## config.mk

```make
export PLATFORM = sky130hd
export DESIGN_NAME = bcr_bridge_clock_reset
export DESIGN_NICKNAME = d
export VERILOG_FILES = /design/src/bcr_bridge_clock_reset_unused.v /design/src/bcr_bridge_clock_reset.v /design/src/bcr_sync.v
export VERILOG_INCLUDE_DIRS = /design/src
export SDC_FILE = /design/constraint.sdc
export NUM_CORES = 1
export LEC_CHECK = 0
export ABC_AREA = 1
export BUFFER_PORTS_ARGS = -buffer_cell sky130_fd_sc_hd__buf_2
export CORE_UTILIZATION = 50
export CTS_BUF_LIST = sky130_fd_sc_hd__clkbuf_8
export CTS_CLUSTER_DIAMETER = 150
export CTS_CLUSTER_SIZE = 8
export DETAILED_ROUTE_END_ITERATION = 6
export GPL_ROUTABILITY_DRIVEN = 1
export GPL_TIMING_DRIVEN = 0
export PLACE_DENSITY = 0.78
export SYNTH_ARGS = -nofsm -noshare
export SYNTH_HDL_FRONTEND = slang
export SYNTH_HIERARCHICAL = 1
export SYNTH_SLANG_ARGS = --single-unit
```

## constraint.sdc

```tcl
create_clock -name clk -period 24.3 [get_ports clk]
set_clock_uncertainty 0.05 [all_clocks]
set_input_delay 3.645 -clock clk [delete_from_list [all_inputs] [get_ports clk]]
set_output_delay 3.645 -clock clk [all_outputs]
set_load 0.02 [all_outputs]
```

## src/bcr_consts.vh

```
`ifndef BCR_CONSTS_VH
`define BCR_CONSTS_VH

// ----------------------------------------
// register map (byte addresses)
// ----------------------------------------
`define BCR_ADDR_W 4
`define BCR_CTRL_OFS 4'h0
`define BCR_STAT_OFS 4'h4

// ----------------------------------------
// control register fields
// ----------------------------------------
`define BCR_SECRST_BIT 0
`define BCR_CHIPRST_BIT 1
`define BCR_CLKDIS_LSB 2
`define BCR_CLKDIS_MSB 6
`define BCR_PWR_LSB 8
`define BCR_PWR_MSB 9
`define BCR_CTRL_W 10
`define BCR_CTRL_RST 10'h000
`define BCR_D3HOT 2'h3

// ----------------------------------------
// status register fields
// ----------------------------------------
`define BCR_ST_SRST_BIT 0
`define BCR_ST_GATE_LSB 1
`define BCR_ST_B2_BIT 6
`define BCR_ST_STRAP_BIT 7
`define BCR_ST_GOZ_BIT 8

// ----------------------------------------
// sizes and bus answers
// ----------------------------------------
`define BCR_NCLK 5
`define BCR_NAND_W 13
`define BCR_GOZ_IDX 2
`define BCR_CTL_W 7
`define BCR_BUS_IN_W 45
`define BCR_STRAP_WAIT 3'h6
`define BCR_RESP_OKAY 2'h0
`define BCR_RESP_SLVERR 2'h2

`endif

```

## src/bcr_bridge_clock_reset_unused.v

```verilog
`timescale 1ns/10ps
`default_nettype none
`default_nettype wire

```

## src/bcr_bridge_clock_reset.v

```verilog
// The AXI4-Lite interface to the registers and the register addresses were left to the implementer.
`timescale 1ns/10ps
`default_nettype none
`include "bcr_consts.vh"

module bcr_bridge_clock_reset (
  // system clock and reset
  input wire clk,
  input wire rst_n,
  // reset and strap pins
  input wire p_rst_l,
  input wire bpccStrap,
  // bus clock pins, sampled by clk
  input wire pClk,
  input wire sClk,
  // secondary clock outputs and reset
  output reg [`BCR_NCLK-1:0] sClkO,
  output reg sRstL,
  // nand chain pins, first entry is the arbiter strap, goz_l at index 2
  input wire [`BCR_NAND_W-1:0] nandIn,
  output reg nandOut,
  // primary bus pins
  input wire [31:0] pAdI,
  input wire [3:0] pCbeI,
  input wire pParI,
  input wire [`BCR_CTL_W-1:0] pCtlI,
  output reg [31:0] pAdO,
  output reg pAdOe,
  output reg [3:0] pCbeO,
  output reg pCbeOe,
  output reg pParO,
  output reg pParOe,
  output reg [`BCR_CTL_W-1:0] pCtlO,
  output reg [`BCR_CTL_W-1:0] pCtlOe,
  // secondary bus pins
  input wire [31:0] sAdI,
  input wire [3:0] sCbeI,
  input wire sParI,
  input wire [`BCR_CTL_W-1:0] sCtlI,
  output reg [31:0] sAdO,
  output reg sAdOe,
  output reg [3:0] sCbeO,
  output reg sCbeOe,
  output reg sParO,
  output reg sParOe,
  output reg [`BCR_CTL_W-1:0] sCtlO,
  output reg [`BCR_CTL_W-1:0] sCtlOe,
  // core side, primary
  input wire [31:0] corePAdO,
  input wire corePAdOe,
  input wire [3:0] corePCbeO,
  input wire corePCbeOe,
  input wire corePParO,
  input wire corePParOe,
  input wire [`BCR_CTL_W-1:0] corePCtlO,
  input wire [`BCR_CTL_W-1:0] corePCtlOe,
  output reg [`BCR_BUS_IN_W-1:0] corePIn,
  output reg corePStrobe,
  // core side, secondary
  input wire [31:0] coreSAdO,
  input wire coreSAdOe,
  input wire [3:0] coreSCbeO,
  input wire coreSCbeOe,
  input wire coreSParO,
  input wire coreSParOe,
  input wire [`BCR_CTL_W-1:0] coreSCtlO,
  input wire [`BCR_CTL_W-1:0] coreSCtlOe,
  output reg [`BCR_BUS_IN_W-1:0] coreSIn,
  output reg coreSStrobe,
  // axi4-lite write channels
  input wire [`BCR_ADDR_W-1:0] s_axi_awaddr,
  input wire s_axi_awvalid,
  output reg s_axi_awready,
  input wire [31:0] s_axi_wdata,
  input wire [3:0] s_axi_wstrb,
  input wire s_axi_wvalid,
  output reg s_axi_wready,
  output reg [1:0] s_axi_bresp,
  output reg s_axi_bvalid,
  input wire s_axi_bready,
  // axi4-lite read channels
  input wire [`BCR_ADDR_W-1:0] s_axi_araddr,
  input wire s_axi_arvalid,
  output reg s_axi_arready,
  output reg [31:0] s_axi_rdata,
  output reg [1:0] s_axi_rresp,
  output reg s_axi_rvalid,
  input wire s_axi_rready
);

  // ----------------------------------------
  // reset and pin synchronisers
  // ----------------------------------------

  // primary reset acts at once, without the clock
  wire rstAll_n = rst_n & p_rst_l;
  // clock level on top, then ad, cbe, par and the upper control bits
  wire [`BCR_BUS_IN_W-2:0] pInSync;
  wire [`BCR_BUS_IN_W-2:0] sInSync;
  wire [`BCR_NAND_W+2:0] miscSync;
  wire pClkLvl = pInSync[`BCR_BUS_IN_W-2];
  wire sClkLvl = sInSync[`BCR_BUS_IN_W-2];
  wire [`BCR_NAND_W-1:0] nandSync = miscSync[`BCR_NAND_W-1:0];
  wire bpccSync = miscSync[`BCR_NAND_W];
  wire gozN = nandSync[`BCR_GOZ_IDX];

  bcr_sync #(.W(`BCR_BUS_IN_W - 1)) u_sync_p (
    .clk(clk),
    .rst_n(rstAll_n),
    .din({pClk, pAdI, pCbeI, pParI, pCtlI[`BCR_CTL_W-1:1]}),
    .dout(pInSync)
  );

  bcr_sync #(.W(`BCR_BUS_IN_W - 1)) u_sync_s (
    .clk(clk),
    .rst_n(rstAll_n),
    .din({sClk, sAdI, sCbeI, sParI, sCtlI[`BCR_CTL_W-1:1]}),
    .dout(sInSync)
  );

  // spare top bits pad the misc group to a fixed width
  bcr_sync #(.W(`BCR_NAND_W + 3)) u_sync_m (
    .clk(clk),
    .rst_n(rstAll_n),
    .din({2'h0, bpccStrap, nandIn}),
    .dout(miscSync)
  );

  // lowest control bit is synchronised on its own to keep the groups even
  wire [1:0] ctl0Sync;
  bcr_sync #(.W(2)) u_sync_c (
    .clk(clk),
    .rst_n(rstAll_n),
    .din({pCtlI[0], sCtlI[0]}),
    .dout(ctl0Sync)
  );

  // ----------------------------------------
  // bus clock edge detection
  // ----------------------------------------
  reg pClkPrev_q;
  reg sClkPrev_q;
  wire pClkRise = pClkLvl & ~pClkPrev_q;
  wire sClkRise = sClkLvl & ~sClkPrev_q;

  always @(posedge clk or negedge rstAll_n) begin
    if (!rstAll_n) begin
      pClkPrev_q <= 1'b0;
      sClkPrev_q <= 1'b0;
    end else begin
      pClkPrev_q <= pClkLvl;
      sClkPrev_q <= sClkLvl;
    end
  end

  // ----------------------------------------
  // control register and strap
  // ----------------------------------------
  reg [`BCR_CTRL_W-1:0] ctrl_q;
  reg strap_q;
  reg [2:0] strapCnt_q;
  wire secRstBit = ctrl_q[`BCR_SECRST_BIT];
  wire chipRstBit = ctrl_q[`BCR_CHIPRST_BIT];
  wire [`BCR_NCLK-1:0] clkDis = ctrl_q[`BCR_CLKDIS_MSB:`BCR_CLKDIS_LSB];
  wire inD3hot = (ctrl_q[`BCR_PWR_MSB:`BCR_PWR_LSB] == `BCR_D3HOT);
  // strap low means D3hot never reaches the clocks
  wire busB2 = strap_q & inD3hot;

  // the strap is caught once the synchroniser has filled after release;
  // a wait of four cycles or fewer would only ever see the synchroniser's reset value
  always @(posedge clk or negedge rstAll_n) begin
    if (!rstAll_n) begin
      strap_q <= 1'b0;
      strapCnt_q <= 3'h0;
    end else if (strapCnt_q != `BCR_STRAP_WAIT) begin
      strapCnt_q <= strapCnt_q + 3'h1;
      strap_q <= bpccSync;
    end
  end

  // ----------------------------------------
  // secondary clock outputs
  // ----------------------------------------
  reg [`BCR_NCLK-1:0] gateEn_q;

  genvar gi;
  generate
    for (gi = 0; gi < `BCR_NCLK; gi = gi + 1) begin : g_clk
      // enable moves only while the clock is low, so no runt pulse
      always @(posedge clk or negedge rstAll_n) begin
        if (!rstAll_n) begin
          gateEn_q[gi] <= 1'b0;
          sClkO[gi] <= 1'b0;
        end else begin
          if (!pClkLvl) begin
            gateEn_q[gi] <= ~clkDis[gi] & ~busB2;
          end
          sClkO[gi] <= pClkLvl & gateEn_q[gi];
        end
      end
    end
  endgenerate

  // ----------------------------------------
  // secondary reset
  // ----------------------------------------

  // low while primary reset is low, then follows the two bits
  always @(posedge clk or negedge rstAll_n) begin
    if (!rstAll_n) begin
      sRstL <= 1'b0;
    end else begin
      sRstL <= ~(secRstBit | chipRstBit);
    end
  end

  // ----------------------------------------
  // primary bus: sample and launch on primary edge
  // ----------------------------------------
  always @(posedge clk or negedge rstAll_n) begin
    if (!rstAll_n) begin
      corePIn <= {`BCR_BUS_IN_W{1'b0}};
      corePStrobe <= 1'b0;
      pAdO <= 32'h00000000;
      pCbeO <= 4'h0;
      pParO <= 1'b0;
      pCtlO <= {`BCR_CTL_W{1'b0}};
      pAdOe <= 1'b0;
      pCbeOe <= 1'b0;
      pParOe <= 1'b0;
      pCtlOe <= {`BCR_CTL_W{1'b0}};
    end else begin
      corePStrobe <= pClkRise;
      if (pClkRise) begin
        corePIn <= {1'b0, pInSync[`BCR_BUS_IN_W-3:0], ctl0Sync[1]};
        pAdO <= corePAdO;
        pCbeO <= corePCbeO;
        pParO <= corePParO;
        pCtlO <= corePCtlO;
      end
      // tristate control wins at once, not only on the next bus edge
      if (!gozN) begin
        pAdOe <= 1'b0;
        pCbeOe <= 1'b0;
        pParOe <= 1'b0;
        pCtlOe <= {`BCR_CTL_W{1'b0}};
      end else if (pClkRise) begin
        pAdOe <= corePAdOe;
        pCbeOe <= corePCbeOe;
        pParOe <= corePParOe;
        pCtlOe <= corePCtlOe;
      end
    end
  end

  // ----------------------------------------
  // secondary bus: sample and launch on secondary edge
  // ----------------------------------------
  always @(posedge clk or negedge rstAll_n) begin
    if (!rstAll_n) begin
      coreSIn <= {`BCR_BUS_IN_W{1'b0}};
      coreSStrobe <= 1'b0;
      sAdO <= 32'h00000000;
      sCbeO <= 4'h0;
      sParO <= 1'b0;
      sCtlO <= {`BCR_CTL_W{1'b0}};
      sAdOe <= 1'b0;
      sCbeOe <= 1'b0;
      sParOe <= 1'b0;
      sCtlOe <= {`BCR_CTL_W{1'b0}};
    end else begin
      coreSStrobe <= sClkRise;
      if (sClkRise) begin
        coreSIn <= {1'b0, sInSync[`BCR_BUS_IN_W-3:0], ctl0Sync[0]};
        sCtlO <= coreSCtlO;
        if (!sRstL) begin
          sAdO <= 32'h00000000;
          sCbeO <= 4'h0;
          sParO <= 1'b0;
        end else begin
          sAdO <= coreSAdO;
          sCbeO <= coreSCbeO;
          sParO <= coreSParO;
        end
      end
      if (!gozN) begin
        sAdOe <= 1'b0;
        sCbeOe <= 1'b0;
        sParOe <= 1'b0;
        sCtlOe <= {`BCR_CTL_W{1'b0}};
      end else if (sClkRise) begin
        // secondary reset: drive zero data, float controls
        sAdOe <= ~sRstL | coreSAdOe;
        sCbeOe <= ~sRstL | coreSCbeOe;
        sParOe <= ~sRstL | coreSParOe;
        sCtlOe <= sRstL ? coreSCtlOe : {`BCR_CTL_W{1'b0}};
      end
    end
  end

  // ----------------------------------------
  // nand chain
  // ----------------------------------------
  wire [`BCR_NAND_W-1:0] chain;
  assign chain[0] = nandSync[0];
  generate
    for (gi = 1; gi < `BCR_NAND_W; gi = gi + 1) begin : g_nand
      assign chain[gi] = ~(nandSync[gi] & chain[gi-1]);
    end
  endgenerate

  // registered so the test pin never glitches; adds one cycle of lag
  always @(posedge clk or negedge rstAll_n) begin
    if (!rstAll_n) begin
      nandOut <= 1'b0;
    end else begin
      nandOut <= chain[`BCR_NAND_W-1];
    end
  end

  // ----------------------------------------
  // axi4-lite slave
  // ----------------------------------------
  reg awGot_q;
  reg wGot_q;
  reg [`BCR_ADDR_W-1:0] awAddr_q;
  reg [31:0] wData_q;
  reg [3:0] wStrb_q;
  wire [31:0] statusWord = {23'h000000, ~gozN, strap_q, busB2, gateEn_q, ~sRstL};

  // registers clear only on the primary reset, never on the secondary
  always @(posedge clk or negedge rstAll_n) begin
    if (!rstAll_n) begin
      s_axi_awready <= 1'b0;
      s_axi_wready <= 1'b0;
      s_axi_bvalid <= 1'b0;
      s_axi_bresp <= `BCR_RESP_OKAY;
      awGot_q <= 1'b0;
      wGot_q <= 1'b0;
      awAddr_q <= {`BCR_ADDR_W{1'b0}};
      wData_q <= 32'h00000000;
      wStrb_q <= 4'h0;
      ctrl_q <= `BCR_CTRL_RST;
    end else begin
      if (s_axi_awvalid & s_axi_awready) begin
        awGot_q <= 1'b1;
        awAddr_q <= s_axi_awaddr;
        s_axi_awready <= 1'b0;
      end else if (!awGot_q & !s_axi_bvalid) begin
        s_axi_awready <= 1'b1;
      end
      if (s_axi_wvalid & s_axi_wready) begin
        wGot_q <= 1'b1;
        wData_q <= s_axi_wdata;
        wStrb_q <= s_axi_wstrb;
        s_axi_wready <= 1'b0;
      end else if (!wGot_q & !s_axi_bvalid) begin
        s_axi_wready <= 1'b1;
      end
      if (awGot_q & wGot_q & !s_axi_bvalid) begin
        awGot_q <= 1'b0;
        wGot_q <= 1'b0;
        s_axi_bvalid <= 1'b1;
        s_axi_bresp <= `BCR_RESP_OKAY;
        if (awAddr_q[`BCR_ADDR_W-1:2] == `BCR_CTRL_OFS >> 2) begin
          if (wStrb_q[0]) begin
            ctrl_q[7:0] <= wData_q[7:0];
          end
          if (wStrb_q[1]) begin
            ctrl_q[`BCR_CTRL_W-1:8] <= wData_q[`BCR_CTRL_W-1:8];
          end
        end else if (awAddr_q[`BCR_ADDR_W-1:2] != `BCR_STAT_OFS >> 2) begin
          s_axi_bresp <= `BCR_RESP_SLVERR;
        end
      end else if (s_axi_bvalid & s_axi_bready) begin
        s_axi_bvalid <= 1'b0;
      end
    end
  end

  // read side answers the cycle after the address is taken
  always @(posedge clk or negedge rstAll_n) begin
    if (!rstAll_n) begin
      s_axi_arready <= 1'b0;
      s_axi_rvalid <= 1'b0;
      s_axi_rdata <= 32'h00000000;
      s_axi_rresp <= `BCR_RESP_OKAY;
    end else begin
      if (s_axi_arvalid & s_axi_arready) begin
        s_axi_arready <= 1'b0;
        s_axi_rvalid <= 1'b1;
        s_axi_rresp <= `BCR_RESP_OKAY;
        case (s_axi_araddr[`BCR_ADDR_W-1:2])
          `BCR_CTRL_OFS >> 2: s_axi_rdata <= {22'h000000, ctrl_q};
          `BCR_STAT_OFS >> 2: s_axi_rdata <= statusWord;
          default: begin
            s_axi_rdata <= 32'h00000000;
            s_axi_rresp <= `BCR_RESP_SLVERR;
          end
        endcase
      end else if (s_axi_rvalid & s_axi_rready) begin
        s_axi_rvalid <= 1'b0;
      end else if (!s_axi_rvalid) begin
        s_axi_arready <= 1'b1;
      end
    end
  end

endmodule

`default_nettype wire

```

## src/bcr_sync.v

```verilog
`timescale 1ns/10ps
`default_nettype none

// ----------------------------------------
// three-stage pin synchroniser with agree filter
// ----------------------------------------
module bcr_sync #(
  parameter W = 1,
  parameter [W-1:0] INIT = {W{1'b0}}
) (
  // clock and reset
  input wire clk,
  input wire rst_n,
  // pin side
  input wire [W-1:0] din,
  // filtered level
  output reg [W-1:0] dout
);

  reg [W-1:0] stage1_q;
  reg [W-1:0] stage2_q;
  reg [W-1:0] stage3_q;

  // stage1 feeds only stage2, so metastability never reaches the filter
  always @(posedge clk or negedge rst_n) begin
    if (!rst_n) begin
      stage1_q <= INIT;
      stage2_q <= INIT;
      stage3_q <= INIT;
      dout <= INIT;
    end else begin
      stage1_q <= din;
      stage2_q <= stage1_q;
      stage3_q <= stage2_q;
      // a bit changes only once stages two and three agree
      dout <= (stage2_q & stage3_q) | (dout & (stage2_q | stage3_q));
    end
  end

endmodule

`default_nettype wire

```

==> results of run 1 <==
==> critical path, delay by kind of cell <==
kind                   cells  cell delay [ns]
buffers and inverters      4             1.74
AND/OR/NAND/NOR            1             0.12
==> state kept, by name, summed over array words and instances, names as in the netlist, 32 cells and up <==
signal,flops
corePIn,44
coreSIn,44
u_sync_p/dout,44
u_sync_p/stage1_q,44
u_sync_p/stage2_q,44
u_sync_p/stage3_q,44
u_sync_s/dout,44
u_sync_s/stage1_q,44
u_sync_s/stage2_q,44
u_sync_s/stage3_q,44
pAdO,32
sAdO,32
==> cell type report <==
| class | instances | area, sq um |
|---|---|---|
| repair buffers | 461 | 2400 |
| fillers | 3452 | 16600 |
| multi-input cells | 1080 | 4430 |
| clock buffers | 94 | 1290 |
| flip-flops and latches | 675 | 16900 |
| well taps | 585 | 732 |
| inverters | 137 | 522 |
| clock inverters | 8 | 86.3 |
| plain buffers | 79 | 437 |
| diodes | 14 | 35.0 |
==> power groups by stage <==
stage          clock (W)  sequential (W)  combinational (W)
6_report        0.000729         0.00138           0.000503
5_1_grt         0.000799         0.00140           0.000553
4_1_cts         0.000757         0.00138           0.000509
3_5_place_dp           0         0.00140           0.000507
3_3_place_gp           0         0.00140           0.000489
2_1_floorplan          0         0.00151           0.000186
==> per-stage QoR <==
stage,TNS [ns],power (W),instance area (sq um)
after global placement,-2393.57,0.00189,25300
after detailed placement,0,0.00191,25400
after floorplan,0,0.00169,22300
final,0,0.00262,26800
after global routing,0,0.00275,26800
after CTS,0,0.00265,26800
==> routing by layer <==
layer / part of all wire [%] / vias to the layer above / GRT usage [%]
met4: 2.3 / 14 / 8.51
met5: 0.20 / - / 0
met1: 40 / 7399 / 27.5
met2: 49 / 461 / 35.5
li1: - / 7094 / -
met3: 7.9 / 95 / 7.78
==> worst max-delay path by stage <==
stage	from	end	slack (ns)	cells after the start
2_1_floorplan	rst_n	awAddr_q[2]$_DFFE_PN0P_	1.71	2
3_3_place_gp	rst_n	u_sync_s/stage3_q[0]$_DFF_PN0_	-3.62	3
3_5_place_dp	rst_n	u_sync_s/dout[0]$_DFF_PN0_	18.44	5
4_1_cts	rst_n	u_sync_s/dout[40]$_DFF_PN0_	19.19	5
5_1_grt	rst_n	coreSIn[33]$_DFFE_PN0P_	18.86	5
6_report	rst_n	sCbeO[3]$_DFFE_PN0P_	19.20	5
==> placed cells by master (no fill, tap or decap), types with 2 or more instances in the layout <==
cell type / count
nor2_1: 120
ha_1: 2
o21ai_1: 5
inv_2: 3
inv_6: 2
clkbuf_8: 94
o21ai_0: 24
a21oi_1: 119
nand3_1: 76
buf_4: 31
o21a_1: 2
inv_8: 5
nor2_2: 2
nand3_2: 2
inv_1: 133
o31ai_1: 5
diode_2: 14
nor2_4: 3
buf_1: 8
buf_16: 4
clkbuf_1: 26
buf_2: 470
nand2_1: 690
conb_1: 26
dfrtp_1: 675
==> results.md, run 1 <==
* Worst hold endpoint: u_sync_p/stage2_q[26]$_DFF_PN0_
* Pwr dens at 97.5 nW/um^2
* Global-route wire length before repair at 76700 um
* Post-Syn Area at 22200 sq um
* Nets at 2794
* Fin crit period at 5.10 ns
* Status: completed
* CP max stage delay at 0.62 ns
* Final setup violating endpoints at 0
* Cell row count at 76
* Post-CTS setup buffers at 0
* Reg2reg start: u_sync_s/dout[43]$_DFF_PN0_
* RSZ-0062 raised after global routing: false
* Leakage at 14.7 nW
* Slowest CP cell: inv_8
* DRT iter0 DRCs at 1132
* Final Core Density at 61.7%
* Core ar. at 43500 sq um
* Pint at 0.00180 W
* Classification of the worst setup path: input pin to async pin
* CTS tree: done
* Wire per inst at 15.9 um
* GRT Resource Usage Total at 22.1%
* NetSw at 0.000820 W
* Top cell by count, worst path: buf_16
* Final period util at 21.0%
* # IOs at 512
* Drc violations at 0
* Average size of a mapped cell at 11.4 sq um
* Crit path max fanout at 142
* Detailed Routing Iterations Pass 1 at 5
* Clock Tree Buf Depth at 3
* Antenna violations before repair at 19
* Largest net degree at the start of global routing at 143
* Sw Share at 31.4%
* Worst-case reg-to-reg path depth at 7
* Register-to-register setup slack at 22.53 ns
* Initial Utilization at 51.0%
* Die Y at 213 um
* Input/output buffers at 457
* Vias at 15100
* Max-slew violations at 0
* Worst-Skew Late Latency at 0.69 ns
* MaxCap Viol Count at 0
* Hold_ws at 0.294 ns
* Die footprint at 45200 sq um
* WHS Path Cells at 0
* Final wirelength at 49900 um
* Clock Tree Root: clkbuf_8
* Seq pwr share at 52.9%
* Layout cells sized above 1 at 24.4%
* Synth-to-Final Area Change at 20.9%
* Die W at 213 um
* Slew @ Worst Pin at 0.867 ns
* Achievable Freq at 196 MHz
* R2R Path End: coreSIn[34]$_DFFE_PN0P_
* Dpl cells at 3017
* Sink Count at 675
* Clock transition at path regs at 0.06 ns
* CP Capture Type: async pin
* Clk network pwr share at 27.9%
* Pre-CTS setup slack at 18.44 ns
* Vias in the first global route at 15200
* CTS Buf Count at 94
* VDD IR-drop max at 0.0688 mV
* Warnings, synthesis at 6
* HP Class: flop to flop
* Nature of the critical path startpoint: input pin
* Combinational cell fraction of total power at 19.2%
* Worst Setup Slack, final at 19.20 ns
* Critical Path RT at 24.98 ns
* GP Congestion at 0.887
* Antenna viol nets, final at 0
* Fin. Hold Viols at 0
* H-tree depth at 3
* Min-Delay Startpoint: u_sync_p/stage1_q[26]$_DFF_PN0_
* CTS Hold Bufs at 0
* Via density at 4.81
* DP HPWL at 35200 um
* Final global-route overflow total at 0
* Post-CTS sizing at 0
* WP data arrival at 5.79 ns
* Cells after Synth at 1946
* Max_slew headroom at 42.2%
* Cell Chain, Critical Path: buf_2 > nand2_1 > inv_8 > buf_16 > buf_16
* Non-Filler Instances at 3133
Note: power is estimated with default switching activity, not from simulation.
==> inputs of run 2 (changes only) <==
--- a/config.mk
+++ b/config.mk
@@ -8,14 +8,14 @@
 export LEC_CHECK = 0
 export ABC_AREA = 1
 export BUFFER_PORTS_ARGS = -buffer_cell sky130_fd_sc_hd__buf_2
-export CORE_UTILIZATION = 50
+export CORE_UTILIZATION = 56
 export CTS_BUF_LIST = sky130_fd_sc_hd__clkbuf_8
 export CTS_CLUSTER_DIAMETER = 150
 export CTS_CLUSTER_SIZE = 8
 export DETAILED_ROUTE_END_ITERATION = 6
 export GPL_ROUTABILITY_DRIVEN = 1
 export GPL_TIMING_DRIVEN = 0
-export PLACE_DENSITY = 0.78
+export PLACE_DENSITY = 0.82
 export SYNTH_ARGS = -nofsm -noshare
 export SYNTH_HDL_FRONTEND = slang
 export SYNTH_HIERARCHICAL = 1
==> constraint.sdc (replaced) <==
create_clock -name clk -period 5 [get_ports clk]
set_clock_uncertainty 0.05 [all_clocks]
set_input_delay 0.75 -clock clk [delete_from_list [all_inputs] [get_ports clk]]
set_output_delay 0.75 -clock clk [all_outputs]
set_load 0.02 [all_outputs]
==> run 2 against run 1 <==
Sequential share of layout area is 0.32 points lower. Final cell count is 1.8% lower. Sequential power grew to 4.9 times the previous value. Register-to-register slack worse by 19 ns. Largest cell class unchanged. Highest routed layer unchanged.
==> results.md, run 2 (synthesized netlist as in run 1, its figures left out) <==
* Status: completed
* Pre-CTS setup slack at 2.33 ns (-16.12 ns)
* Input/output buffers at 457 (unchanged)
* DP HPWL at 36600 um (+4.1%)
* # IOs at 512 (unchanged)
* Worst-Skew Late Latency at 0.65 ns (-0.04 ns)
* Largest net degree at the start of global routing at 47 (-67%)
* Critical Path RT at 4.20 ns (-20.78 ns)
* CP top delay family: flip-flops
* Dpl cells at 2963 (-1.8%)
* Nature of the critical path startpoint: flop
* CTS Hold Bufs at 0 (unchanged)
* Cell row count at 72 (-5.3%)
* Final global-route overflow total at 0 (unchanged)
* Pwr dens at 472 nW/um^2 (+380%)
* Die Y at 201 um (-5.5%)
* Classification of the worst setup path: flop to primary output
* Most frequent cells in the layout: nand2_1, dfrtp_1, buf_2
* Cell Chain, Critical Path: buf_2
* Sink Count at 675 (unchanged)
* Final period util at 41.3%
* Vias at 15400 (+2.3%)
* HP Class: input pin to flop
* WP buf/inv at 1 (-3)
* CTS Buf Count at 94 (unchanged)
* Fin. Hold Viols at 0 (unchanged)
* Setup TNS at 0 ns (unchanged)
* Non-Filler Instances at 3078 (-1.8%)
* NetSw at 0.00399 W (+390%)
* Clock Tree Buf Depth at 3 (unchanged)
* GP Congestion at 0.936 (+5.4%)
* Commonest non-fill, non-tap cell in the layout: nand2_1
* Core ar. at 38800 sq um (-11%)
* VDD IR-drop max at 0.420 mV (+510%)
* WP data arrival at 1.27 ns (-4.52 ns)
* Global-route wire length before repair at 79500 um (+3.7%)
* Clk network pwr share at 27.5% (-0.4 points)
* GRT Resource Usage Total at 25.5% (+3.4 points)
* Final wirelength at 50800 um (+1.9%)
* Layout cells sized above 1 at 24.9% (+0.42 points)
* Achievable Freq at 484 MHz
* Clock transition at path regs at 0.06 ns (about the same)
* Post-CTS setup buffers at 0 (unchanged)
* Slew @ Worst Pin at 0.906 ns (+0.0391 ns)
* CP Capture Type: primary output
* Seq pwr share at 52.9% (about the same)
* Synth-to-Final Area Change at 21.6%
* Pint at 0.00874 W (+390%)
* Total Power at 0.0127 W (+390%)
* Crit path max fanout at 2 (-99%)
* CP max stage delay at 0.42 ns (-0.20 ns)
* Nets at 2807 (+0.47%)
* H-tree depth at 3 (unchanged)
* MaxCap Viol Count at 0 (unchanged)
* Via density at 5.01 (+4.1%)
* Leakage at 14.8 nW (+0.52%)
* Initial Utilization at 57.1% (+6.1 points)
* Wire per inst at 16.5 um (+3.7%)
* Detailed Routing Iterations Pass 1 at 5 (unchanged)
* Post-CTS sizing at 0 (unchanged)
* Die W at 201 um (-5.5%)
* Fin crit period at 2.07 ns
* Final setup violating endpoints at 0 (unchanged)
* Antenna viol nets, final at 0 (unchanged)
* Drc violations at 0 (unchanged)
* Clock Tree Root: clkbuf_8
* Sw Share at 31.3% (about the same)
* Max-slew violations at 0 (unchanged)
* Die footprint at 40400 sq um (-11%)
* DRT iter0 DRCs at 1170 (+3.4%)
* Combinational cell fraction of total power at 19.5% (+0.3 points)
* CTS tree: done
* RSZ-0062 raised after global routing: false
* Max_slew headroom at 39.6% (-2.6 points)
* Vias in the first global route at 15500 (+2.4%)
* Worst Setup Slack, final at 2.93 ns (-16.26 ns)
* Antenna violations before repair at 18 (-1)
* Slowest CP cell: dfrtp_1
-- run 2: cell count changes in the layout (fill, tap and decap cells not counted) --
cell        delta
buf_16         -4
clkinvlp_4     +4
inv_8          -4
buf_12        +17
clkinv_8       -1
nand2_1        -1
diode_2        -1
inv_6          +1
nand2_8        +1
-- run 2: through the flow --
step	instance area, sq um	util [%]	hold WS [ns]
after global placement	25200	65.0	0.282
after CTS	26900	69.4	0.0894
after global routing	27000	69.4	0.0983
after floorplan	22300	-	0.281
after detailed placement	25600	65.9	0.285
final	27000	69.5	0.150
-- run 2: layout make-up --
class | count | area (sq um)
diodes | 13 | 32.5
plain buffers | 79 | 437
clock buffers | 94 | 1290
clock inverters | 8 | 67.6
fillers | 2767 | 11900
inverters | 137 | 518
multi-input cells | 1080 | 4450
flip-flops and latches | 675 | 16900
well taps | 518 | 648
repair buffers | 474 | 2630
-- run 2: worst paths after layout --
check / to / cells past startpoint / startpoint / slack (ns)
setup reg to reg: coreSIn[38]$_DFFE_PN0P_ / 7 / u_sync_s/dout[43]$_DFF_PN0_ / 3.18
min in group asynchronous: u_sync_p/stage1_q[20]$_DFF_PN0_ / 3 / p_rst_l / 0.19
setup / recovery: corePIn[3] / 1 / corePIn[3]$_DFFE_PN0P_ / 2.93
hold reg to reg: u_sync_p/stage2_q[19]$_DFF_PN0_ / 0 / u_sync_p/stage1_q[19]$_DFF_PN0_ / 0.29
max in group asynchronous: u_sync_s/stage3_q[24]$_DFF_PN0_ / 8 / rst_n / 3.06
hold / removal: u_sync_s/stage1_q[22]$_DFF_PN0_ / 1 / sAdI[11] / 0.15
-- run 2: power by group through the flow --
stage	registers (W)	logic [W]	clock network, W
2_1_floorplan	0.00733	0.000903	0
3_3_place_gp	0.00679	0.00238	0
3_5_place_dp	0.00681	0.00249	0
4_1_cts	0.00672	0.00250	0.00361
5_1_grt	0.00681	0.00271	0.00384
6_report	0.00673	0.00248	0.00351
-- run 2: layer usage --
metal	GRT usage (%)	wire (um)	part of all wire, %
met3	6.54	3500	6.9
met4	12.1	1870	3.7
met2	41.6	25400	50
met5	0	89	0.18
met1	32.2	19900	39
